### src/rtl/power_event_pkg.sv
/*
  Constants for the power-event interrupt and publish register slice.
  Assumes a 32-bit register port with word-aligned byte addresses.
*/
// Behaviour
// - A sleep-entry publish register at 0x194 holds a channel index and an enable, zero at reset.
// - A sleep-exit publish register at 0x198 has the same channel index and enable fields.
// - With its enable at 1 each event is sent on the chosen channel 0..255; at 0 nothing is sent.
// - The enable register at 0x300 holds one bit per event (power-fail, entry, exit), zero at reset.
// - An enable bit at 0 blocks and at 1 allows the interrupt of its event.
// - Writing a one to a bit at 0x304 enables that event's interrupt.
// - Reading 0x304 returns the present enable bits.
// - Two retained scratch words sit at 0x51c and 0x520 and keep their contents over reset.
// - Sleep entry is flagged when the processor goes to sleep and sleep exit when it wakes.
package power_event_pkg;

	localparam logic [11:0] SLEEP_ENTRY_PUBLISH_CFG_OFFSET = 12'h194;
	localparam logic [11:0] SLEEP_EXIT_PUBLISH_CFG_OFFSET  = 12'h198;
	localparam logic [11:0] IRQ_ENABLE_MASK_OFFSET         = 12'h300;
	localparam logic [11:0] IRQ_ENABLE_SET_OFFSET          = 12'h304;
	localparam logic [11:0] IRQ_ENABLE_CLEAR_OFFSET        = 12'h308;
	localparam logic [11:0] EVENT_STATUS_OFFSET            = 12'h320;
	localparam logic [11:0] RETAINED_SCRATCH_OFFSET        = 12'h51c;
	localparam logic [11:0] RETAINED_SCRATCH_STRIDE        = 12'h004;
	localparam int          RETAINED_SCRATCH_COUNT         = 2;

	localparam int          CHANNEL_INDEX_LSB              = 0;
	localparam int          CHANNEL_INDEX_WIDTH            = 8;
	localparam int          PUBLISH_ENABLE_BIT             = 31;
	localparam logic [31:0] PUBLISH_CFG_RESET              = 32'h0000_0000;

	localparam int          POWER_FAIL_WARNING_BIT         = 2;
	localparam int          SLEEP_ENTRY_BIT                = 5;
	localparam int          SLEEP_EXIT_BIT                 = 6;
	localparam logic [31:0] IRQ_BITS_USED                  = 32'h0000_0064;
	localparam logic [31:0] IRQ_ENABLE_RESET               = 32'h0000_0000;
	localparam logic [31:0] EVENT_STATUS_RESET             = 32'h0000_0000;

	typedef enum logic [0:0] {
		CPU_AWAKE  = 1'b0,
		CPU_ASLEEP = 1'b1
	} sleep_state_t;

endpackage

### src/rtl/scratch_if.sv
/*
  Carrier between the register slice and its retained scratch store.
  Assumes both ends share clock_i.
*/
`timescale 1ns/1ns
interface scratch_if;
	logic        write;
	logic [0:0]  index;
	logic [31:0] write_data;
	logic [31:0] read_data;

	modport owner (output write, output index, output write_data, input read_data);
	modport store (input write, input index, input write_data, output read_data);
endinterface

### src/rtl/power_event_irq_regs.sv
/*
  Register slice of the power-control unit: publish configuration for the sleep
  events, interrupt enable with set and clear views, sticky event status, and
  retained scratch words.
  Assumes a synchronous register port with single-cycle strobes, a processor
  sleep level and a power-fail warning pulse, all synchronous to clock_i.
*/
`timescale 1ns/1ns
module power_event_irq_regs (
	// Clock and reset
	input  wire logic        clock_i,
	input  wire logic        rst_b_i,
	// Register port
	input  wire logic [11:0] addr_i,
	input  wire logic [31:0] wdata_i,
	input  wire logic        wr_i,
	input  wire logic        rd_i,
	output logic      [31:0] rdata_o,
	// Event sources
	input  wire logic        power_fail_warning_i,
	input  wire logic        cpu_sleeping_i,
	// Event channel interconnect
	output logic             sleep_entry_publish_o,
	output logic      [7:0]  sleep_entry_channel_o,
	output logic             sleep_exit_publish_o,
	output logic      [7:0]  sleep_exit_channel_o,
	// Processor interrupt
	output logic             irq_o
);
	// Address decode, used by both the write and the read path
	function automatic logic is_scratch(input logic [11:0] a);
		return (a == power_event_pkg::RETAINED_SCRATCH_OFFSET) ||
			(a == power_event_pkg::RETAINED_SCRATCH_OFFSET +
			power_event_pkg::RETAINED_SCRATCH_STRIDE);
	endfunction

	function automatic logic [31:0] event_bits(input logic pf, input logic en, input logic ex);
		logic [31:0] v;
		v = 32'h0000_0000;
		v[power_event_pkg::POWER_FAIL_WARNING_BIT] = pf;
		v[power_event_pkg::SLEEP_ENTRY_BIT]        = en;
		v[power_event_pkg::SLEEP_EXIT_BIT]         = ex;
		return v;
	endfunction

	logic [31:0]                         sleep_entry_publish_cfg;
	logic [31:0]                         sleep_exit_publish_cfg;
	logic [31:0]                         irq_enable_mask;
	logic [31:0]                         event_status;
	power_event_pkg::sleep_state_t       sleep_state;
	power_event_pkg::sleep_state_t       next_sleep_state;
	logic                                sleep_entry_event;
	logic                                sleep_exit_event;
	logic                                power_fail_warning_event;
	logic [31:0]                         event_now;
	logic [31:0]                         next_rdata;

	scratch_if scratch ();

	retained_scratch_store u_scratch (
		.clock_i (clock_i),
		.port    (scratch.store)
	);

	// Scratch index comes from address bit 2, the lowest of the bits 2 to 5 in which the two word addresses differ
	assign scratch.write      = wr_i && is_scratch(addr_i);
	assign scratch.index      = addr_i[2] ^ power_event_pkg::RETAINED_SCRATCH_OFFSET[2];
	assign scratch.write_data = wdata_i;

	// Sleep tracker: events come from edges of the processor sleep level
	always_comb begin
		next_sleep_state  = sleep_state;
		sleep_entry_event = 1'b0;
		sleep_exit_event  = 1'b0;
		case (sleep_state)
			power_event_pkg::CPU_AWAKE: begin
				if (cpu_sleeping_i) begin
					next_sleep_state  = power_event_pkg::CPU_ASLEEP;
					sleep_entry_event = 1'b1;
				end
			end
			power_event_pkg::CPU_ASLEEP: begin
				if (!cpu_sleeping_i) begin
					next_sleep_state = power_event_pkg::CPU_AWAKE;
					sleep_exit_event = 1'b1;
				end
			end
			default: begin
				next_sleep_state = power_event_pkg::CPU_AWAKE;
			end
		endcase
	end

	always_ff @(posedge clock_i) begin
		if (!rst_b_i) begin
			sleep_state <= power_event_pkg::CPU_AWAKE;
		end else begin
			sleep_state <= next_sleep_state;
		end
	end

	assign power_fail_warning_event = power_fail_warning_i;
	assign event_now = event_bits(power_fail_warning_event, sleep_entry_event,
		sleep_exit_event);

	// Publish configuration
	always_ff @(posedge clock_i) begin
		if (!rst_b_i) begin
			sleep_entry_publish_cfg <= power_event_pkg::PUBLISH_CFG_RESET;
			sleep_exit_publish_cfg  <= power_event_pkg::PUBLISH_CFG_RESET;
		end else if (wr_i) begin
			if (addr_i == power_event_pkg::SLEEP_ENTRY_PUBLISH_CFG_OFFSET) begin
				sleep_entry_publish_cfg <= wdata_i;
			end else if (addr_i == power_event_pkg::SLEEP_EXIT_PUBLISH_CFG_OFFSET) begin
				sleep_exit_publish_cfg <= wdata_i;
			end
		end
	end

	// Publish strobes: one cycle per event, channel held beside it
	always_ff @(posedge clock_i) begin
		if (!rst_b_i) begin
			sleep_entry_publish_o <= 1'b0;
			sleep_entry_channel_o <= 8'h00;
			sleep_exit_publish_o  <= 1'b0;
			sleep_exit_channel_o  <= 8'h00;
		end else begin
			sleep_entry_publish_o <= sleep_entry_event &&
				sleep_entry_publish_cfg[power_event_pkg::PUBLISH_ENABLE_BIT];
			sleep_entry_channel_o <= sleep_entry_publish_cfg[
				power_event_pkg::CHANNEL_INDEX_LSB +:
				power_event_pkg::CHANNEL_INDEX_WIDTH];
			sleep_exit_publish_o  <= sleep_exit_event &&
				sleep_exit_publish_cfg[power_event_pkg::PUBLISH_ENABLE_BIT];
			sleep_exit_channel_o  <= sleep_exit_publish_cfg[
				power_event_pkg::CHANNEL_INDEX_LSB +:
				power_event_pkg::CHANNEL_INDEX_WIDTH];
		end
	end

	// One enable state behind the plain, set and clear views
	always_ff @(posedge clock_i) begin
		if (!rst_b_i) begin
			irq_enable_mask <= power_event_pkg::IRQ_ENABLE_RESET;
		end else if (wr_i) begin
			if (addr_i == power_event_pkg::IRQ_ENABLE_MASK_OFFSET) begin
				irq_enable_mask <= wdata_i & power_event_pkg::IRQ_BITS_USED;
			end else if (addr_i == power_event_pkg::IRQ_ENABLE_SET_OFFSET) begin
				irq_enable_mask <= irq_enable_mask |
					(wdata_i & power_event_pkg::IRQ_BITS_USED);
			end else if (addr_i == power_event_pkg::IRQ_ENABLE_CLEAR_OFFSET) begin
				irq_enable_mask <= irq_enable_mask & ~wdata_i;
			end
		end
	end

	// Sticky event flags; a new event wins over a write-one-to-clear
	always_ff @(posedge clock_i) begin
		if (!rst_b_i) begin
			event_status <= power_event_pkg::EVENT_STATUS_RESET;
		end else if (wr_i && addr_i == power_event_pkg::EVENT_STATUS_OFFSET) begin
			event_status <= (event_status & ~wdata_i) | event_now;
		end else begin
			event_status <= event_status | event_now;
		end
	end

	// Level interrupt; registered, so it follows the flags by one cycle
	always_ff @(posedge clock_i) begin
		if (!rst_b_i) begin
			irq_o <= 1'b0;
		end else begin
			irq_o <= |(event_status & irq_enable_mask);
		end
	end

	// Read mux; unmapped addresses read as zero
	always_comb begin
		next_rdata = 32'h0000_0000;
		if (addr_i == power_event_pkg::SLEEP_ENTRY_PUBLISH_CFG_OFFSET) begin
			next_rdata = sleep_entry_publish_cfg;
		end else if (addr_i == power_event_pkg::SLEEP_EXIT_PUBLISH_CFG_OFFSET) begin
			next_rdata = sleep_exit_publish_cfg;
		end else if (addr_i == power_event_pkg::IRQ_ENABLE_MASK_OFFSET ||
				addr_i == power_event_pkg::IRQ_ENABLE_SET_OFFSET ||
				addr_i == power_event_pkg::IRQ_ENABLE_CLEAR_OFFSET) begin
			next_rdata = irq_enable_mask;
		end else if (addr_i == power_event_pkg::EVENT_STATUS_OFFSET) begin
			next_rdata = event_status;
		end else if (is_scratch(addr_i)) begin
			next_rdata = scratch.read_data;
		end
	end

	// Read data stand only in the cycle after the strobe
	always_ff @(posedge clock_i) begin
		if (!rst_b_i) begin
			rdata_o <= 32'h0000_0000;
		end else if (rd_i) begin
			rdata_o <= next_rdata;
		end else begin
			rdata_o <= 32'h0000_0000;
		end
	end
endmodule

### src/rtl/retained_scratch_store.sv
/*
  Retained scratch words. Contents have no reset so they survive a system reset.
  Assumes the owner presents one write at a time; the read is a plain select of stored flops.
*/
`timescale 1ns/1ns
module retained_scratch_store (
	// Clock
	input  wire logic   clock_i,
	// Owner side
	scratch_if.store    port
);
	logic [31:0] words [power_event_pkg::RETAINED_SCRATCH_COUNT];

	// Deliberately not reset: the words are retained
	always_ff @(posedge clock_i) begin
		if (port.write) begin
			words[port.index] <= port.write_data;
		end
	end

	assign port.read_data = words[port.index];
endmodule

### config.mk
export PLATFORM = sky130hd
export DESIGN_NAME = power_event_irq_regs
export DESIGN_NICKNAME = d
export VERILOG_FILES = /design/src/rtl/power_event_pkg.sv /design/src/rtl/scratch_if.sv /design/src/rtl/power_event_irq_regs.sv /design/src/rtl/retained_scratch_store.sv
export SDC_FILE = /design/constraint.sdc
export NUM_CORES = 1
export LEC_CHECK = 0
export BUFFER_PORTS_ARGS = -buffer_cell sky130_fd_sc_hd__buf_2
export CAP_MARGIN = 20
export CORE_MARGIN = 1
export CORE_UTILIZATION = 45
export DETAILED_ROUTE_END_ITERATION = 16
export HOLD_SLACK_MARGIN = 0.15
export PLACE_DENSITY = 0.63
export SYNTH_ARGS = -nofsm -noshare
export SYNTH_HDL_FRONTEND = slang
export SYNTH_SLANG_ARGS = --single-unit
### constraint.sdc
create_clock -name clock_i -period 18.29 [get_ports clock_i]
set_input_delay 3.658 -clock clock_i [delete_from_list [all_inputs] [get_ports clock_i]]
set_output_delay 3.658 -clock clock_i [all_outputs]
set_load 0.01 [all_outputs]
# Word-level counts from Yosys, hierarchy flattened
# Memories as Yosys holds them, arrays and structs flattened.
# Cells that the tools add are included.
# word_totals
elab_cells,57
ram_bits,64
register_bits,180
mem_count,1
out_inout_bits,51
in_bits,50
# memory_table
name,depth,word_bits,rd,rd_ports_with_merged_regs,write_ports,line_no,rtl
u_scratch.words,2,32,1,0,1,retained_scratch_store.sv:12,logic [31:0] words [power_event_pkg::RETAINED_SCRATCH_COUNT];
# op_classes
n_bitwise,9
n_reduce_logical,13
eq_ne,8
mux,15
# ops
operator,count
$mux W32,9
$and A32 B32 Y32,3
$or A32 B7 Y32,3
$eq A12 B10 Y1 const B,4
$not A32 Y32,1
$reduce_or A32 Y1,1
$eq A12 B11 Y1 const B,2
$eq A12 B9 Y1 const B,2
$mux W1,6
$reduce_and A2 Y1,3
$logic_and A1 B1 Y1,4
$logic_or A1 B1 Y1,3
$reduce_and A3 Y1,1
$reduce_bool A3 Y1,1
$not A1 Y1,2

# Longest topological paths before layout
# logic_depth
word_depth,7
depth_mapped,8
depth_no_buf,5

# By module
# Synthesis repeated with hierarchy kept, for this count alone.
# unflattened
hier_cells,861
hier_area_um2,10080.9
# modules_own_cells
mod,instances,area_per_inst_um2,cells_each,seq_area_each_um2
power_event_irq_regs,1,7614.8,759,3603.5
retained_scratch_store,1,2466.1,102,1921.8

# Least setup slack after synthesis
# No wires, ideal clock.
# synth_path
kind,input to register
startpoint,in addr_i[5]
endpoint,"mem u_scratch.words[1][0], enable pin"
n_path_buf,3
arrival_time_ns,10.043
setup_ns,0.595
t_required_ns,17.695
stages,6
path_slack_ns,7.652
path_cell_list,buf_6 or3_4 or4_4 buf_6 buf_6 a2111oi_0
# synth_between
elab_chain_len,5
word_cells_on_any_way,6
classes_between,eq/ne (2); mux (2); reduce/logical (2)
# synth_lines
element,line_no,rtl
from (decl),power_event_irq_regs.sv:14,"input wire logic [11:0] addr_i,"
"$eq A12 B11 Y1, on equally long branches","power_event_irq_regs.sv:32, power_event_irq_regs.sv:33",
$logic_or A1 B1 Y1 (*),power_event_irq_regs.sv:32,return (a == power_event_pkg::RETAINED_SCRATCH_OFFSET) ||
$logic_and A1 B1 Y1 (*),power_event_irq_regs.sv:66,assign scratch.write = wr_i && is_scratch(addr_i);
$mux W1 (*),retained_scratch_store.sv:16,if (port.write) begin
$mux W1 (implied by the code) (*),retained_scratch_store.sv:17,words[port.index] <= port.write_data;
to (decl),retained_scratch_store.sv:12,
# Every way passes the cells marked *; elsewhere a longest branch is shown, timed or not.

# Worst setup path after layout
# layout_path
startpoint,in addr_i[2]
endpoint,reg rdata_o[14]
# layout_between
elab_chain_len,7
word_cells_on_any_way,18
classes_between,eq/ne (8); mux (5); bitwise (1); reduce/logical (3); memory (1)
# layout_lines
element,line_no,rtl
"$eq A12 B11 Y1, or another cell as far along",power_event_irq_regs.sv:32,
$logic_or A1 B1 Y1 / $mem_v2 Z2 W32 (equally long branches),n/a,
$mux W32,power_event_irq_regs.sv:190,end else if (is_scratch(addr_i)) begin
$mux W32,power_event_irq_regs.sv:188,end else if (addr_i == power_event_pkg::EVENT_STATUS_OFFSET) begin
$mux W32,power_event_irq_regs.sv:184,end else if (addr_i == power_event_pkg::IRQ_ENABLE_MASK_OFFSET ||
$mux W32,power_event_irq_regs.sv:182,end else if (addr_i == power_event_pkg::SLEEP_EXIT_PUBLISH_CFG_OFFSET) begin
$mux W32 (*),power_event_irq_regs.sv:180,if (addr_i == power_event_pkg::SLEEP_ENTRY_PUBLISH_CFG_OFFSET) begin
to (signal assigned),power_event_irq_regs.sv:200,rdata_o <= next_rdata;
to (decl),power_event_irq_regs.sv:18,"output logic [31:0] rdata_o,"
# Marks and branches as above.
# A chain may end at the register's enable or synchronous reset.

==> qor.csv <==
metric,value,unit
Pwr Density,95.2,nW/µm²
fin cells,1390,
Worst Path Arrival,6.68,ns
core region area,22700,µm²
Final Cycle Share,0.340,
CP max stage cell,buf_2,
Antenna Violating Nets Remaining,0,
Final nets,1135,
peak supply drop,75.5,µV
antenna cells,0,
FF-to-FF Start,event_status[3]$_SDFFE_PN0P_,
CTS Hold Buffers Added,0,
Worst Path Max Fanout,40,
total CTS buffers,27,
RSZ-0062 raised after global routing,no,
Critical Path Most Common Cell,buf_4,
P_leak,4.65,nW
grt total ovfl,0,
final hold violation count,0,
largest area contributor in the netlist,dfxtp_1,
final worst path period need,6.23,ns
dominant cells by area after synthesis,"dfxtp_1, edfxtp_1, mux2i_1",
critical path cell sequence,buf_2 -> buf_4 -> nor2b_2 -> buf_4 -> nand2_1 -> buf_4 -> o221ai_1 -> a21oi_1,
full die area,23800,µm²
clk root buf,clkbuf_16,
CTS clock-pin slew for the worst setup and hold paths,0.06,ns
Vert. Die Dim,154,µm
final setup fails,0,
total of max-cap violations,0,
CTS tree,yes,
CP Capture Type,register,
relative slew slack,0.397,
"FFs w/ async S/R, synth",0,
Hold Path Cell Cnt,2,
port bufs,100,
number of flops mapped to enable cells by yosys,64,
total track usage,0.239,
Setup CP Type,in2reg,
initial core utilization,0.460,
Pins Over Slew Limit,0,
Finished Core Util,0.526,
Hold WC Path Type,reg2reg,
status,completed,
DRC violations left,0,
Pre-antenna DRT Iters,5,
Post-Layout Inst Area,12000,µm²
DIE WIDTH,154,µm
global-route wire length before repair,44900,µm
htree depth,1,
initial DRC count,542,
Synth Instances,1032,
Total Wirelength,28300,µm
CP Launch Type,input port,
Synth-to-Final Area Change,14.4,%
netlist area before placement,10400,µm²
FMAX,0.161,GHz
Clock Tree Buf Depth,3,
HP Start,event_status[4]$_SDFFE_PN0P_,
Rows,55,
Synth Register Bits,244,
initial antenna violation count,0,
ys flop type,dfxtp_1,
R2R setup slack,16.83,ns
layout cells sized above 1,0.167,
share of the synthesized area in the top cell type,0.345,
fillcell total,2055,
R2R cell count,3,
DP Area,11100,µm²
placed cell count,1340,
largest net degree at the start of global routing,96,
WL per Instance,20.4,µm
Placer Congestion,0.808,
"Net Count, Synth",1082,
Post-DP HPWL,16300,µm
Top Ports,101,
CP max stage delay,0.60,ns
Worst Skew,0.00764,ns
Vias,8021,
worst path required time,18.75,ns
Clock Sinks,244,
"Seq/Total Area, Yosys",0.529,
RR Endpoint,irq_o$_SDFF_PN0_,
clock latency on the worst-skew pair,0.53,ns
mean area per synthesized cell,10.1,µm²
Tightest Pin Transition,0.905,ns
Setup Total Neg Slack,0,ns
postcts setup bufs,0,
Cell variety after synth,46,
number of global-route vias before repair,7849,
post-CTS sizing,0,
Via density,5.77,
end of the worst hold path,event_status[4]$_SDFFE_PN0P_,
Ys Warns,0,
==> cell usage in the layout (no fill, tap or decap), types with 3 or more instances in the layout <==
| cell type | count |
|---|---|
| a211oi_1 | 18 |
| nand2_1 | 133 |
| nand3_1 | 3 |
| a21boi_0 | 31 |
| nor2_1 | 32 |
| a21oi_1 | 93 |
| dfxtp_1 | 180 |
| nand2b_1 | 32 |
| nand4_1 | 5 |
| clkbuf_8 | 3 |
| clkinv_2 | 5 |
| o221ai_1 | 32 |
| a211oi_2 | 14 |
| edfxtp_1 | 64 |
| a21o_1 | 64 |
| mux2i_1 | 64 |
| buf_4 | 21 |
| clkbuf_1 | 10 |
| and2_1 | 18 |
| buf_2 | 99 |
| o21a_1 | 3 |
| o211a_1 | 29 |
| a32oi_1 | 3 |
| a22oi_1 | 16 |
| a21boi_1 | 4 |
| nor2b_1 | 37 |
| o211ai_1 | 3 |
| o21ai_0 | 32 |
| clkbuf_16 | 28 |
==> kinds of logic after synthesis <==
| group | count (synthesis) | synth area share |
|---|---|---|
| buffers and inverters | 98 | 0.0413 |
| AND/OR/NAND/NOR | 281 | 0.132 |
| flip-flops | 244 | 0.529 |
| AO/OA/AOI/OAI | 345 | 0.237 |
| multiplexers | 64 | 0.0613 |
==> registers in the layout (all words and copies together), names as in the netlist, named ones only <==
register and count:
u_scratch.words 64, event_status 32, rdata_o 32, sleep_entry_publish_cfg 32, sleep_exit_publish_cfg 32, irq_enable_mask 29
sleep_entry_channel_o 8, sleep_exit_channel_o 8, irq_o 1, sleep_entry_publish_o 1, sleep_exit_publish_o 1, sleep_state 1
==> synthesized netlist by cell type (9+ instances only) <==
cell      instances
nor2_1           32
a21boi_0         31
edfxtp_1         64
dfxtp_1         180
nand2b_1         32
nand2_1         133
a22oi_1          16
clkbuf_1         68
buf_1             9
buf_2            12
a211oi_2         14
o21ai_0          32
mux2i_1          64
o211a_1          29
and2_1           19
nor2b_1          39
a21o_1           64
a21oi_1          93
a211oi_1         18
o221ai_1         32
==> stage by stage <==
step                      setup slack, ns  hold slack [ns]  total power, mW
after CTS                           12.14            0.447             1.15
after global routing                11.88            0.466             1.17
after global placement              11.59            0.436            0.616
after detailed placement            11.58            0.440            0.617
after floorplan                      7.65            0.425            0.596
final                               12.06            0.446             1.14
==> worst max-delay path: cells and delay by family <==
kind / cells / cell delay (ns)
simple gates: 2 / 0.65
buf+inv: 4 / 1.87
compound gates: 2 / 0.43
==> report_power, final <==
part	switching [mW]	internal (mW)	leakage, nW
registers	0.000652	0.554	2.02
clock network	0.212	0.320	0.428
logic	0.0330	0.0176	2.20
total	0.246	0.892	4.65
==> area by class of cell <==
class                   count  area (µm²)  share of cell area
well taps                 285         357              0.0298
inverters                   1        3.75            0.000314
repair buffers            121         673              0.0563
clock buffers              41         779              0.0652
clock inverters             8        88.8             0.00743
multi-input cells         690        4520               0.379
flip-flops and latches    244        5530               0.462
==> metal layers <==
layer,global-route usage,part of all wire,vias to the layer above
li1,-,-,3816
met1,0.316,0.44,3867
met2,0.406,0.48,291
met3,0.0389,0.067,47
met4,0.0660,0.018,0
met5,0,0,-
==> how the worst max path moves through the flow <==
stage,endpoint,cells past startpoint,start,slack (ns)
2_1_floorplan,u_scratch.words[1][0]$_DFFE_PP_,6,addr_i[5],7.65
3_3_place_gp,rdata_o[14]$_SDFF_PN0_,8,addr_i[2],11.59
3_5_place_dp,rdata_o[2]$_SDFF_PN0_,8,addr_i[2],11.58
4_1_cts,rdata_o[2]$_SDFF_PN0_,8,addr_i[2],12.14
5_1_grt,rdata_o[1]$_SDFF_PN0_,8,addr_i[2],11.88
6_report,rdata_o[14]$_SDFF_PN0_,8,addr_i[2],12.06
(Power assumes the default switching activity.)
